### config.mk
export PLATFORM = sky130hd
export DESIGN_NAME = iprg_regs
export DESIGN_NICKNAME = d
export VERILOG_FILES = /design/src/verilog/iprg_pkg.sv /design/src/verilog/iprg_if.sv /design/src/verilog/iprg_prio_field.sv /design/src/verilog/iprg_apb_slave.sv /design/src/verilog/iprg_regs.sv
export VERILOG_INCLUDE_DIRS = /design/src /design/src/verilog
export SDC_FILE = /design/constraint.sdc
export NUM_CORES = 1
export LEC_CHECK = 0
export ABC_AREA = 1
export ABC_CLOCK_PERIOD_IN_PS = 1460
export BUFFER_PORTS_ARGS = -buffer_cell sky130_fd_sc_hd__buf_2
export CORE_ASPECT_RATIO = 0.8
export CORE_MARGIN = 1.5
export CORE_UTILIZATION = 54
export CTS_CLUSTER_SIZE = 8
export DETAILED_ROUTE_END_ITERATION = 6
export GPL_TIMING_DRIVEN = 0
export PLACE_DENSITY = 0.95
export SLEW_MARGIN = 15
export SYNTH_ARGS = -nofsm -noshare
export SYNTH_HDL_FRONTEND = slang
export SYNTH_SLANG_ARGS = --single-unit
### constraint.sdc
create_clock -name pclk -period 1.46 [get_ports pclk]
set_input_delay 0.146 -clock pclk [delete_from_list [all_inputs] [get_ports pclk]]
set_output_delay 0.146 -clock pclk [all_outputs]
set_load 0.05 [all_outputs]
### src/verilog/iprg_cfg.svh
// Notes on behaviour
// - a field code of all ones selects level 7, the highest user level
// - a field code of all zeros disables its source: from one cycle after the write it never requests
// - code one is level 1, the lowest; codes two to six map straight through
// - bits outside the priority fields read back as zero
// - at reset each field's top bit is one and its two lower bits zero
// - so every source leaves reset at priority level 4
// - rtc register: rtc source priority in bits 10-8, nothing else
// - crc/uart error register: crc 14-12, uart2 error 10-8, uart1 error 6-4
// - low-voltage register: low-voltage priority in bits 2-0 only
// - capacitive measure register: its priority in bits 6-4 only
// - uart3 register: transmit 14-12, receive 10-8, error 6-4
// - uart4 error/i2c3 register: uart4 error 14-12, master 6-4, slave 2-0
// - spi3/uart4 register: event 14-12, fault 10-8, tx 6-4, rx 2-0
`ifndef IPRG_CFG_SVH
`define IPRG_CFG_SVH

`define IPRG_RTC_OFFSET 12'h03C
`define IPRG_CRC_UART_OFFSET 12'h040
`define IPRG_LOW_VOLT_OFFSET 12'h048
`define IPRG_CAP_OFFSET 12'h04C
`define IPRG_UART3_OFFSET 12'h050
`define IPRG_U4_I2C3_OFFSET 12'h054
`define IPRG_SPI3_U4_OFFSET 12'h058
`define IPRG_ACTIVE_OFFSET 12'h060
`define IPRG_REQUEST_OFFSET 12'h064

`define IPRG_FIELD_W 3
`define IPRG_REG_W 16
`define IPRG_PRIO_RESET 3'h4
`define IPRG_PRIO_OFF 3'h0

`define IPRG_RTC_LSB 8
`define IPRG_CRC_LSB 12
`define IPRG_UART2_ERR_LSB 8
`define IPRG_UART1_ERR_LSB 4
`define IPRG_LOW_VOLT_LSB 0
`define IPRG_CAP_LSB 4
`define IPRG_UART3_TX_LSB 12
`define IPRG_UART3_RX_LSB 8
`define IPRG_UART3_ERR_LSB 4
`define IPRG_UART4_ERR_LSB 12
`define IPRG_I2C3_MASTER_LSB 4
`define IPRG_I2C3_SLAVE_LSB 0
`define IPRG_SPI3_EVENT_LSB 12
`define IPRG_SPI3_FAULT_LSB 8
`define IPRG_UART4_TX_LSB 4
`define IPRG_UART4_RX_LSB 0

`endif

### src/verilog/iprg_pkg.sv
package iprg_pkg;
    typedef logic [2:0] iprg_prio_t;
    typedef enum logic [3:0] {
        IPRG_SEL_NONE = 4'h0,
        IPRG_SEL_RTC = 4'h1,
        IPRG_SEL_CRC_UART = 4'h2,
        IPRG_SEL_LOW_VOLT = 4'h3,
        IPRG_SEL_CAP = 4'h4,
        IPRG_SEL_UART3 = 4'h5,
        IPRG_SEL_U4_I2C3 = 4'h6,
        IPRG_SEL_SPI3_U4 = 4'h7,
        IPRG_SEL_ACTIVE = 4'h8,
        IPRG_SEL_REQUEST = 4'h9
    } iprg_sel_t;
endpackage

### src/verilog/iprg_if.sv
`timescale 1ns/100ps
`default_nettype none
interface iprg_field_if;
    import iprg_pkg::*;
    logic we;
    iprg_prio_t wdata;
    iprg_prio_t value;
    modport owner (input we, input wdata, output value);
    modport bank (output we, output wdata, input value);
endinterface

interface iprg_bus_if;
    import iprg_pkg::*;
    logic wr_en;
    logic [1:0] lane_en;
    logic [15:0] wdata;
    iprg_sel_t sel;
    logic [15:0] rdata;
    modport slave (output wr_en, output lane_en, output wdata, output sel,
                   input rdata);
    modport bank (input wr_en, input lane_en, input wdata, input sel,
                  output rdata);
endinterface
`default_nettype wire

### src/verilog/iprg_prio_field.sv
`timescale 1ns/100ps
`default_nettype none
`include "iprg_cfg.svh"
module iprg_prio_field
    import iprg_pkg::*;
(
    input wire logic pclk,        // system clock
    input wire logic presetn,     // async reset, active low
    iprg_field_if.owner fif       // write port and stored level
);
    // level 4 after reset; stored code is the level itself
    always_ff @(posedge pclk or negedge presetn) begin
        if (!presetn) begin
            fif.value <= `IPRG_PRIO_RESET;
        end else if (fif.we) begin
            fif.value <= fif.wdata;
        end
    end
endmodule
`default_nettype wire

### src/verilog/iprg_apb_slave.sv
`timescale 1ns/100ps
`default_nettype none
`include "iprg_cfg.svh"
module iprg_apb_slave
    import iprg_pkg::*;
(
    input wire logic pclk,           // system clock
    input wire logic presetn,        // async reset, active low
    input wire logic [11:0] paddr,   // byte address
    input wire logic psel,           // slave select
    input wire logic penable,        // access phase
    input wire logic pwrite,         // 1 = write
    input wire logic [31:0] pwdata,  // write data
    input wire logic [3:0] pstrb,    // byte lane strobes
    output logic [31:0] prdata,      // read data, registered
    output logic pready,             // always ready
    output logic pslverr,            // unmapped address, registered
    iprg_bus_if.slave bus            // toward the register bank
);
    iprg_sel_t sel_now;

    always_comb begin
        unique case (paddr)
            `IPRG_RTC_OFFSET: sel_now = IPRG_SEL_RTC;
            `IPRG_CRC_UART_OFFSET: sel_now = IPRG_SEL_CRC_UART;
            `IPRG_LOW_VOLT_OFFSET: sel_now = IPRG_SEL_LOW_VOLT;
            `IPRG_CAP_OFFSET: sel_now = IPRG_SEL_CAP;
            `IPRG_UART3_OFFSET: sel_now = IPRG_SEL_UART3;
            `IPRG_U4_I2C3_OFFSET: sel_now = IPRG_SEL_U4_I2C3;
            `IPRG_SPI3_U4_OFFSET: sel_now = IPRG_SEL_SPI3_U4;
            `IPRG_ACTIVE_OFFSET: sel_now = IPRG_SEL_ACTIVE;
            `IPRG_REQUEST_OFFSET: sel_now = IPRG_SEL_REQUEST;
            default: sel_now = IPRG_SEL_NONE;
        endcase
    end

    assign bus.sel = sel_now;
    assign bus.wdata = pwdata[15:0];
    assign bus.lane_en = pstrb[1:0];
    assign bus.wr_en = psel & penable & pwrite & (sel_now != IPRG_SEL_NONE);
    assign pready = 1'b1;

    // capture in the setup cycle so the answer is a flop in the access phase
    always_ff @(posedge pclk or negedge presetn) begin
        if (!presetn) begin
            prdata <= 32'h0000_0000;
            pslverr <= 1'b0;
        end else if (psel && !penable) begin
            prdata <= pwrite ? 32'h0000_0000 : {16'h0000, bus.rdata};
            pslverr <= (sel_now == IPRG_SEL_NONE);
        end
    end
endmodule
`default_nettype wire

### src/verilog/iprg_regs.sv
// Local design decisions: the register offsets and the APB interface to the registers.
`timescale 1ns/100ps
`default_nettype none
`include "iprg_cfg.svh"
module iprg_regs
    import iprg_pkg::*;
#(
    parameter int NUM_SRC = 16       // priority fields in the bank
)
(
    input wire logic pclk,           // system clock
    input wire logic presetn,        // async reset, active low
    input wire logic [11:0] paddr,   // apb byte address
    input wire logic psel,           // apb select
    input wire logic penable,        // apb access phase
    input wire logic pwrite,         // apb direction, 1 = write
    input wire logic [31:0] pwdata,  // apb write data
    input wire logic [3:0] pstrb,    // apb byte strobes
    output logic [31:0] prdata,      // apb read data
    output logic pready,             // apb ready
    output logic pslverr,            // apb error on unmapped address
    input wire logic [NUM_SRC-1:0] src_pending,  // flag and enable per source
    output logic [NUM_SRC-1:0] src_request,      // pending and not disabled
    output iprg_prio_t rtc_source_priority,         // real-time clock
    output iprg_prio_t crc_error_source_priority,   // crc error
    output iprg_prio_t uart2_error_priority,        // uart2 error
    output iprg_prio_t uart1_error_priority,        // uart1 error
    output iprg_prio_t low_voltage_source_priority, // low-voltage detect
    output iprg_prio_t cap_measure_source_priority, // capacitive measure
    output iprg_prio_t uart3_tx_priority,           // uart3 transmit
    output iprg_prio_t uart3_rx_priority,           // uart3 receive
    output iprg_prio_t uart3_error_priority,        // uart3 error
    output iprg_prio_t uart4_error_priority,        // uart4 error
    output iprg_prio_t i2c3_master_priority,        // i2c3 master event
    output iprg_prio_t i2c3_slave_priority,         // i2c3 slave event
    output iprg_prio_t spi3_event_priority,         // spi3 event
    output iprg_prio_t spi3_fault_priority,         // spi3 fault
    output iprg_prio_t uart4_tx_priority,           // uart4 transmit
    output iprg_prio_t uart4_rx_priority            // uart4 receive
);
    // index order matches the src_pending / src_request bit order
    localparam iprg_sel_t FIELD_REG [16] = '{
        IPRG_SEL_RTC,
        IPRG_SEL_CRC_UART,
        IPRG_SEL_CRC_UART,
        IPRG_SEL_CRC_UART,
        IPRG_SEL_LOW_VOLT,
        IPRG_SEL_CAP,
        IPRG_SEL_UART3,
        IPRG_SEL_UART3,
        IPRG_SEL_UART3,
        IPRG_SEL_U4_I2C3,
        IPRG_SEL_U4_I2C3,
        IPRG_SEL_U4_I2C3,
        IPRG_SEL_SPI3_U4,
        IPRG_SEL_SPI3_U4,
        IPRG_SEL_SPI3_U4,
        IPRG_SEL_SPI3_U4
    };

    localparam int FIELD_LSB [16] = '{
        `IPRG_RTC_LSB,
        `IPRG_CRC_LSB,
        `IPRG_UART2_ERR_LSB,
        `IPRG_UART1_ERR_LSB,
        `IPRG_LOW_VOLT_LSB,
        `IPRG_CAP_LSB,
        `IPRG_UART3_TX_LSB,
        `IPRG_UART3_RX_LSB,
        `IPRG_UART3_ERR_LSB,
        `IPRG_UART4_ERR_LSB,
        `IPRG_I2C3_MASTER_LSB,
        `IPRG_I2C3_SLAVE_LSB,
        `IPRG_SPI3_EVENT_LSB,
        `IPRG_SPI3_FAULT_LSB,
        `IPRG_UART4_TX_LSB,
        `IPRG_UART4_RX_LSB
    };

    iprg_bus_if bus ();
    iprg_field_if fif [NUM_SRC] ();

    logic [15:0] contrib [NUM_SRC];
    iprg_prio_t level [NUM_SRC];
    logic [NUM_SRC-1:0] src_active;
    logic [NUM_SRC-1:0] src_request_reg;
    logic [15:0] field_rdata;

    iprg_apb_slave u_apb (
        .pclk(pclk),
        .presetn(presetn),
        .paddr(paddr),
        .psel(psel),
        .penable(penable),
        .pwrite(pwrite),
        .pwdata(pwdata),
        .pstrb(pstrb),
        .prdata(prdata),
        .pready(pready),
        .pslverr(pslverr),
        .bus(bus.slave)
    );

    genvar gi;
    generate
        for (gi = 0; gi < NUM_SRC; gi++) begin : g_field
            // a field never straddles a byte lane, so one strobe covers it;
            // writes carry only the field's own bits, so unused bits are lost
            assign fif[gi].we = bus.wr_en
                && (bus.sel == FIELD_REG[gi])
                && bus.lane_en[FIELD_LSB[gi] / 8];
            assign fif[gi].wdata = bus.wdata[FIELD_LSB[gi] +: 3];
            assign level[gi] = fif[gi].value;
            // zero code means the source is switched off entirely
            assign src_active[gi] = (fif[gi].value != `IPRG_PRIO_OFF);
            // place the field at its bit position; other bits stay zero
            assign contrib[gi] = (bus.sel == FIELD_REG[gi])
                ? (16'(fif[gi].value) << FIELD_LSB[gi]) : 16'h0000;

            iprg_prio_field u_field (
                .pclk(pclk),
                .presetn(presetn),
                .fif(fif[gi].owner)
            );
        end
    endgenerate

    always_comb begin
        field_rdata = 16'h0000;
        for (int i = 0; i < NUM_SRC; i++) begin
            field_rdata = field_rdata | contrib[i];
        end
    end

    // the two summary words expose the bank's own state to software
    always_comb begin
        unique case (bus.sel)
            IPRG_SEL_ACTIVE: bus.rdata = 16'(src_active);
            IPRG_SEL_REQUEST: bus.rdata = 16'(src_request_reg);
            default: bus.rdata = field_rdata;
        endcase
    end

    // registered so arbitration sees a glitch-free level; costs one cycle
    always_ff @(posedge pclk or negedge presetn) begin
        if (!presetn) begin
            src_request_reg <= '0;
        end else begin
            src_request_reg <= src_pending & src_active;
        end
    end

    assign src_request = src_request_reg;

    // fields drive arbitration straight from their flops at all times
    assign rtc_source_priority = level[0];
    assign crc_error_source_priority = level[1];
    assign uart2_error_priority = level[2];
    assign uart1_error_priority = level[3];
    assign low_voltage_source_priority = level[4];
    assign cap_measure_source_priority = level[5];
    assign uart3_tx_priority = level[6];
    assign uart3_rx_priority = level[7];
    assign uart3_error_priority = level[8];
    assign uart4_error_priority = level[9];
    assign i2c3_master_priority = level[10];
    assign i2c3_slave_priority = level[11];
    assign spi3_event_priority = level[12];
    assign spi3_fault_priority = level[13];
    assign uart4_tx_priority = level[14];
    assign uart4_rx_priority = level[15];
endmodule
`default_nettype wire

==> impl_metrics.toml, run 1 <==
[worst_setup_path]
cpMaxStageDelayCell = "buf_1"
critPathCaptureType = "flip-flop"
cp_max_fo = 10
path_cells = "buf_2 > inv_1 > nand2_4 > nor2_4 > buf_1 > nand4_1 > o211ai_1 > nand3_1 > o21ai_1"
arrival_ns = 1.74
path_class = "in -> reg"
cpPeakStageDelay_ns = 0.44
startpoint_type = "input port"
cp.required_ns = 1.75

[worst_hold_path]
hold_class = "in -> reg"

[timing]
clock_skew_ns = 0.0101
fmax_mhz = 694
layout_worst_path_cycle_share_pct = 98.7
hold_violations = 2
worstMarginPinSlew_ns = 0.545
slew_headroom_pct = 63.4
setup_violations = 0
slew_viol_final = 0
min_period_ns = 1.44
setup_slack_ns = 0.0189
hold_slack_ns = -0.00603

[place]
place_congestion = 0.972
dp.final_hpwl_um = 10100
post-place-ws_ns = -0.314
io_buffers = 127

[grt]
gr-total-overflow = 0
grt_max_degree = 54
grt_pass1_wl_um = 22100
gr-usage-all-layers_pct = 32.6
grt_pass1_vias = 4374
antenna_found_initial = 0

[synthesis]
yosys_warnings = 0
yosysSeqAreaShare_pct = 46.0
yosysTopAreaCell = "dfrtp_1"
yosysTopAreaCellShare_pct = 36.6
synthCells = 548
ys_types = 29
synth_area_leaders = "dfrtp_1 37%, nand2_1 12%, dfstp_2 9.5%"
syn-mean-instance-area_um2 = 8.12
synth_area_mm2 = 0.00445
ys_seq_elements = 81

[routing]
met1Wirelength_um = 5440
firstDrtPassIters = 6
detail_route.vias_per_cell = 5.71
wl_met2_um = 6730
dr_total_vias = 4788
ant_nets = 0
wl_met3_um = 1810
drcViolationCount = 0
routedWlPerCell_um = 17.4
routed.top_layer = "met4"
finalWirelength_um = 14600
drt_iter0_drc = 510

[finish]
seq_area_mm2 = 0.00205
final_nets = 794
multi_input_area_mm2 = 0.00202
fillCellCount = 561
largest_reg_flops = 48
diodes = 0
post-route-util_pct = 73.8
drive_gt1_share_pct = 34.8
area_growth_pct = 31.9

[floorplan]
initial_core_util_pct = 56.0
pin_count = 167
row_count = 29
core_area_mm2 = 0.00795
die_w_um = 104
dieArea_mm2 = 0.00879
die_h_um = 84.2

[clocking]
clk_path_buf_depth = 2
cts_tree = "built"
cts_buffers = 9
clock_latency_ns = 0.37
path_clk_slew_ns = 0.09
ctsRootBufferMaster = "clkbuf_8"
cts.htree.levels = 3
clock_sinks = 81

[power_and_ir_drop]
power_leakage_nw = 3.14
peakVddDrop_uv = 745
power_density_mw_per_mm2 = 779
p_total_w = 0.00457

[status]
violations = "negative hold slack"
status = "complete, but fails checks"

[flow_run]
max_cap_violations = 0
worst max-delay path: cells and delay by family:
kind                   cells  cell delay [ns]
buffers and inverters      3             0.64
AO/OA/AOI/OAI              2             0.31
AND/OR/NAND/NOR            4             0.63
layout make-up:
type | instances | share of cell area (%)
timing repair buffer | 151 | 15.4
clock inverter | 6 | 1.56
multi-input combinational | 377 | 34.4
clock buffer | 10 | 2.18
tap | 108 | 2.30
inverter | 68 | 4.48
buffer | 37 | 4.74
sequential | 81 | 34.9
power by group:
group	switching [W]	internal (W)	leakage, nW
registers	0.00000252	0.00225	1.07
logic	0.000335	0.000147	1.97
clock network	0.000870	0.000969	0.0991
metrics by stage:
step	area [um2]	TNS [ns]	hold slack (ns)	cells
after floorplan	4510	0	-0.150	563
after global placement	5280	-28.12	0.359	798
after detailed placement	5310	-14.46	0.0990	799
after global routing	5870	-0.0337	0.00273	838
after CTS	5650	0	0.0000755	827
final	5870	0	-0.00603	838
metal layers:
layer / vias up / GRT usage, %
met3: 78 / 9.08
met1: 2201 / 42.1
met5: - / 0
met2: 380 / 51.9
li1: 2129 / -
met4: 0 / 14.0
timing repair:
action | in CTS | in global routing
endpoints found under the setup margin | 1 | 55
hold buffers | 12 | 1
resized for setup | 1 | 26
setup buffers | 0 | 8
hold endpoints to repair | 32 | 1
gates cloned | 0 | 2
pin swaps | 0 | 7
placed cells by master (no fill, tap or decap), drive strengths merged:
master         n
buf          168
nand2        141
inv           69
dfrtp         65
o21ai         56
nor2          50
nand4         41
nand3         40
nor3          18
conb          17
clkbuf        17
dfstp         16
dlygate4sd3   13
o211ai        10
o22ai          4
clkinvlp       3
bufinv         2
synthesized netlist by cell type (all sizes together):
cell and count:
nand4 41, buf 31, dfrtp 65, o21ai 56, nor2 50, nand3 40, o211ai 10, inv 68
clkbuf 6, o22ai 4, conb 2, nor3 18, dfstp 16, nand2 141
logic make-up (layout without fill, tap and decap cells):
family	Yosys count	after routing	synth area share, %
flip-flops	81	81	46.0
other	2	17	0.169
AO/OA/AOI/OAI	70	70	9.65
buffers and inverters	105	272	11.8
AND/OR/NAND/NOR	290	290	32.3
final timing paths:
path                       slack [ns]                             from                              end  cells past startpoint
max                              0.02                         paddr[0]                  u_apb.prdata[0]                      9
min                            -0.006                  src_pending[15]                  src_request[15]                      3
max reg2reg                      0.08  g_field[3].u_field.fif.value[0]                  u_apb.prdata[3]                      4
min reg2reg                      0.48                  u_apb.prdata[7]                  u_apb.prdata[7]                      2
max in group asynchronous        0.57                          presetn  g_field[9].u_field.fif.value[2]                      3
min in group asynchronous        0.24                          presetn  g_field[3].u_field.fif.value[0]                      2
No activity file was read; power rests on OpenSTA's default activity.
==> inputs of run 2 (changes only) <==
--- a/config.mk
+++ b/config.mk
@@ -7,15 +7,15 @@
 export NUM_CORES = 1
 export LEC_CHECK = 0
 export ABC_AREA = 1
-export ABC_CLOCK_PERIOD_IN_PS = 1460
+export ABC_CLOCK_PERIOD_IN_PS = 1410
 export BUFFER_PORTS_ARGS = -buffer_cell sky130_fd_sc_hd__buf_2
 export CORE_ASPECT_RATIO = 0.8
 export CORE_MARGIN = 1.5
-export CORE_UTILIZATION = 54
+export CORE_UTILIZATION = 50
 export CTS_CLUSTER_SIZE = 8
 export DETAILED_ROUTE_END_ITERATION = 6
 export GPL_TIMING_DRIVEN = 0
-export PLACE_DENSITY = 0.95
+export PLACE_DENSITY = 0.93
 export SLEW_MARGIN = 15
 export SYNTH_ARGS = -nofsm -noshare
 export SYNTH_HDL_FRONTEND = slang
==> constraint.sdc (replaced) <==
create_clock -name pclk -period 1.41 [get_ports pclk]
set_input_delay 0.141 -clock pclk [delete_from_list [all_inputs] [get_ports pclk]]
set_output_delay 0.141 -clock pclk [all_outputs]
set_load 0.05 [all_outputs]
==> run 2 against run 1 <==
Net effect:
- the flow finishes with violations (negative setup slack)
- combinational power grew 4%
- clock skew fell by 0.0016 ns
- first-iteration DRC count increased by 20%
- register-to-register slack lost 0.08 ns
- cell area is 0.66% higher
- global-route usage decreased by 3.4 points
- worst setup slack got worse by 0.024 ns
- highest routed layer unchanged
- power decreased by 2.8%
- clock power down 12%
==> impl_metrics.toml, run 2 (synthesis results as in run 1) <==
[power_and_ir_drop]
peakVddDrop_uv = 522
power_density_mw_per_mm2 = 752
power_leakage_nw = 3.16

[worst_setup_path]
path_cells = "buf_2 > inv_2 > nand2_1 > nor2_4 > nand3_4 > nand2_2 > inv_2 > nand3_4 > nand4_1 > buf_6 > o21ai_0"
cpMaxStageDelayCell = "nor2_4"
cp_max_fo = 5
crit_family = "simple AND/OR/NAND/NOR gates"
cpPeakStageDelay_ns = 0.23
arrival_ns = 1.69
critPathCaptureType = "flip-flop"
path_class = "in -> reg"
cp.required_ns = 1.69
crit_buf_inv = 4
startpoint_type = "input port"

[timing]
hold_violations = 0
hold_slack_ns = 0.0122
setup_slack_ns = -0.00470
slew_viol_final = 0
clock_skew_ns = 0.00849
slew_headroom_pct = 64.1
worstMarginPinSlew_ns = 0.534
layout_worst_path_cycle_share_pct = 100
min_period_ns = 1.41
setup_violations = 1
fmax_mhz = 707

[finish]
multi_input_area_mm2 = 0.00203
final_cell_mix = "129 x buf_2, 128 x nand2_1, 65 x dfrtp_1"
fillCellCount = 638
diodes = 0
final_common_cell = "buf_2"
final_nets = 799
drive_gt1_share_pct = 35.9
area_growth_pct = 32.7
fin_area_mm2 = 0.00590
fin_cells = 847
largest_reg_flops = 48
post-route-util_pct = 69.0
seq_area_mm2 = 0.00205

[clocking]
clock_sinks = 81
cts_tree = "built"
clk_path_buf_depth = 2
ctsRootBufferMaster = "clkbuf_8"
cts_buffers = 9
clock_latency_ns = 0.37
cts.htree.levels = 3
path_clk_slew_ns = 0.09

[routing]
ant_nets = 0
drt_iter0_drc = 611
firstDrtPassIters = 7
dr_total_vias = 4865
finalWirelength_um = 14400
drcViolationCount = 0
routedWlPerCell_um = 17.0
detail_route.vias_per_cell = 5.74

[grt]
gr-usage-all-layers_pct = 29.2
grt_max_degree = 57
grt_pass1_wl_um = 21000
gr-total-overflow = 0
antenna_found_initial = 0
grt_pass1_vias = 4248

[floorplan]
pin_count = 167
core_area_mm2 = 0.00856
die_w_um = 108
dieArea_mm2 = 0.00947
die_h_um = 87.4
initial_core_util_pct = 52.0
row_count = 30

[place]
place_inst = 803
dp.final_hpwl_um = 10300
placed_cell_area_mm2 = 0.00535
io_buffers = 127
place_congestion = 0.944

[status]
violations = "negative setup slack"
status = "complete, but fails checks"

[worst_hold_path]
hold_class = "in -> reg"

[flow_run]
max_cap_violations = 0
[run 2: cell count changes in the layout (fill, tap and decap cells not counted), sizes merged]
cell and change:
dlygate4sd3 +2, inv +1, clkinv +2, buf +2, bufinv -2, clkinvlp -1
clkbuf +1
[run 2: per-stage QoR]
stage	total power, W	setup TNS [ns]	setup slack [ns]
after detailed placement	0.00281	-17.07	-0.371
final	0.00444	-0.00470	-0.00470
after global routing	0.00460	-0.612	-0.0676
after global placement	0.00279	-33.08	-0.322
after CTS	0.00441	0	0.000226
after floorplan	0.00264	-0.115	-0.0279
[run 2: timing repair]
item	CTS	global route
endpoints found under the hold margin	38	1
gates resized for setup	0	28
endpoints found under the setup margin	0	57
buffers inserted	0	10
hold buffers	14	1
[run 2: final timing paths]
path | start | endpoint | slack, ns | depth (start not counted)
worst max register to register | g_field[13].u_field.fif.value[1] | u_apb.prdata[13] | -0.005 | 4
worst max-delay path | paddr[4] | g_field[15].u_field.fif.value[2] | -0.005 | 11
worst min-delay path | src_pending[12] | src_request[12] | 0.01 | 3
max in group asynchronous | presetn | g_field[9].u_field.fif.value[2] | 0.55 | 3
worst min register to register | u_apb.prdata[13] | u_apb.prdata[13] | 0.48 | 2
min in group asynchronous | presetn | g_field[10].u_field.fif.value[0] | 0.23 | 2
[run 2: worst reg2reg max path: stages, from the launching register on]
cell and delay, ns:
dfrtp_1 0.44, nor3_1 0.45, o211ai_1 0.20, nand4_1 0.15, nand2_1 0.06
[run 2: per-layer routing]
metal | GRT usage (%) | part of all wire [%] | up-vias
li1 | - | - | 2145
met1 | 39.9 | 39 | 2249
met2 | 44.5 | 45 | 382
met3 | 8.08 | 12 | 89
met4 | 10.8 | 4.3 | 0
met5 | 0 | 0 | -
[run 2: layout make-up]
type,instances,share of cell area (%)
clock inverter,6,0.848
tap,112,2.37
timing repair buffer,156,16.1
buffer,37,4.81
sequential,81,34.7
clock buffer,10,2.33
inverter,68,4.45
multi-input combinational,377,34.5
[run 2: power by group]
group          total, W  switching (W)  leakage, nW  internal, W
combinational  0.000502       0.000345         2.00     0.000157
clock           0.00161       0.000907       0.0895     0.000705
sequential      0.00233     0.00000237         1.07      0.00233
==> inputs of run 3 (changes only) <==
--- a/config.mk
+++ b/config.mk
@@ -11,11 +11,12 @@
 export BUFFER_PORTS_ARGS = -buffer_cell sky130_fd_sc_hd__buf_2
 export CORE_ASPECT_RATIO = 0.8
 export CORE_MARGIN = 1.5
-export CORE_UTILIZATION = 50
+export CORE_UTILIZATION = 51
+export CTS_BUF_LIST = sky130_fd_sc_hd__clkbuf_8
 export CTS_CLUSTER_SIZE = 8
 export DETAILED_ROUTE_END_ITERATION = 6
 export GPL_TIMING_DRIVEN = 0
-export PLACE_DENSITY = 0.93
+export PLACE_DENSITY = 0.94
 export SLEW_MARGIN = 15
 export SYNTH_ARGS = -nofsm -noshare
 export SYNTH_HDL_FRONTEND = slang
==> run 3 against run 2 <==
Net effect:
- die area decreased by 1.9%
- highest routed layer unchanged
- count of clock-buffer cells in the layout down 1
- routed wire length decreased by 4.2%
- the flow now finishes without violations
- core utilization grew 0.67 points
- hold slack worse by 0.0053 ns
- power grew 5.4%
- cell area hardly changed
- critical path depth decreased by 10
- register-to-register slack improved by 0.05 ns
- combinational power grew 1%
==> impl_metrics.toml, run 3 (synthesis results as in run 1) <==
[routing]
drcViolationCount = 0
detail_route.vias_per_cell = 5.53
dr_total_vias = 4670
ant_nets = 0
routedWlPerCell_um = 16.4
finalWirelength_um = 13800
drt_iter0_drc = 448
firstDrtPassIters = 5

[timing]
slew_viol_final = 0
worstMarginPinSlew_ns = 0.534
min_period_ns = 1.40
layout_worst_path_cycle_share_pct = 99.1
fmax_mhz = 715
clock_skew_ns = 0.0101
slew_headroom_pct = 64.3
hold_violations = 0
tns_ns = 0
setup_violations = 0

[worst_setup_path]
path_cells = "buf_2"
r2r_end = "u_apb.prdata[10]"
r2r_start = "g_field[10].u_field.fif.value[0]"
crit_family = "flip-flops"
startpoint_type = "flip-flop"
crit_path_start = "g_field[7].u_field.fif.value[2]"
critPathCaptureType = "primary output"
reg2reg_depth = 4
r2r_setup_slack_ns = 0.05
cp.required_ns = 1.27
crit_buf_inv = 1
path_class = "reg -> out"
cp_max_fo = 4
cpMaxStageDelayCell = "dfstp_2"
cpPeakStageDelay_ns = 0.60
arrival_ns = 1.26

[floorplan]
initial_core_util_pct = 52.4
pin_count = 167
die_h_um = 86.5
die_w_um = 107
core_area_mm2 = 0.00848
dieArea_mm2 = 0.00929
row_count = 30

[power_and_ir_drop]
peakVddDrop_uv = 509
power_density_mw_per_mm2 = 792
p_total_w = 0.00468
power_leakage_nw = 3.16

[place]
dp.final_hpwl_um = 10200
place_congestion = 0.925
placed_cell_area_mm2 = 0.00535
io_buffers = 127

[clocking]
ctsRootBufferMaster = "clkbuf_8"
cts.htree.levels = 3
cts_tree = "built"
clk_path_buf_depth = 2
cts_buffers = 9
clock_sinks = 81
clock_latency_ns = 0.37
path_clk_slew_ns = 0.09

[flow_run]
max_cap_violations = 0

[finish]
multi_input_area_mm2 = 0.00205
fillCellCount = 678
seq_area_mm2 = 0.00205
final_nets = 797
diodes = 0
area_growth_pct = 32.9
largest_reg_flops = 48
fin_area_mm2 = 0.00591
final_cell_mix = "128 x nand2_1, 128 x buf_2, 65 x dfrtp_1"
drive_gt1_share_pct = 35.7

[grt]
grt_pass1_vias = 4309
grt_max_degree = 51
grt_pass1_wl_um = 21100
gr-usage-all-layers_pct = 29.6
antenna_found_initial = 0
gr-total-overflow = 0

[status]
status = "finished, final reports clean"

[worst_hold_path]
holdPathEnd = "src_request[11]"
hold_class = "in -> reg"
whs_path_depth = 3
min_from = "src_pending[11]"
## run 3: area by class of cell
class / instances / share of cell area (%)
Buffer: 36 / 4.62
Clock buffer: 9 / 2.10
Clock inverter: 7 / 1.44
Inverter: 68 / 4.40
Multi-Input combinational cell: 377 / 34.7
Sequential cell: 81 / 34.6
Tap cell: 112 / 2.37
Timing Repair Buffer: 155 / 15.8
## run 3: how the worst max path moves through the flow
stage | endpoint | slack [ns] | cells past startpoint
after floorplan | g_field[7].u_field.fif.value[0] | -0.03 | 13
after global placement | u_apb.prdata[2] | -0.37 | 11
after detailed placement | u_apb.prdata[2] | -0.42 | 11
after CTS | u_apb.prdata[14] | 0.009 | 4
after global routing | g_field[10].u_field.fif.value[1] | -0.07 | 14
final | uart3_rx_priority[2] | 0.01 | 1
## run 3: per-layer routing
| metal | wire length (um) | share of wire (%) | global-route usage [%] |
|---|---|---|---|
| met5 | 0 | 0 | 0 |
| met4 | 424 | 3.1 | 10.2 |
| met3 | 1360 | 9.9 | 8.12 |
| met2 | 6250 | 45 | 45.9 |
| met1 | 5800 | 42 | 40.5 |
## run 3: what timing repair did
action | 4_1_cts | 5_1_grt
setup endpoints to repair | 1 | 57
hold buffers | 17 | 0
cloned | 0 | 1
buffers inserted | 0 | 9
resized for setup | 1 | 24
pin swaps | 0 | 3
hold endpoints to repair | 44 | 0
## run 3: through the flow
step | utilization, % | instances | setup slack (ns) | hold WS [ns]
after floorplan | - | 563 | -0.0279 | -0.155
after global placement | 62.7 | 802 | -0.372 | 0.354
after detailed placement | 63.0 | 803 | -0.424 | 0.114
after CTS | 67.5 | 836 | 0.00865 | 0.00986
after global routing | 69.7 | 845 | -0.0716 | 0.00237
final | 69.7 | 845 | 0.0122 | 0.00692
## run 3: report_power, final
group / switching [W] / total, W / internal (W)
combinational: 0.000346 / 0.000507 / 0.000161
clock: 0.000990 / 0.00185 / 0.000856
sequential: 0.00000243 / 0.00233 / 0.00233
total: 0.00134 / 0.00468 / 0.00334
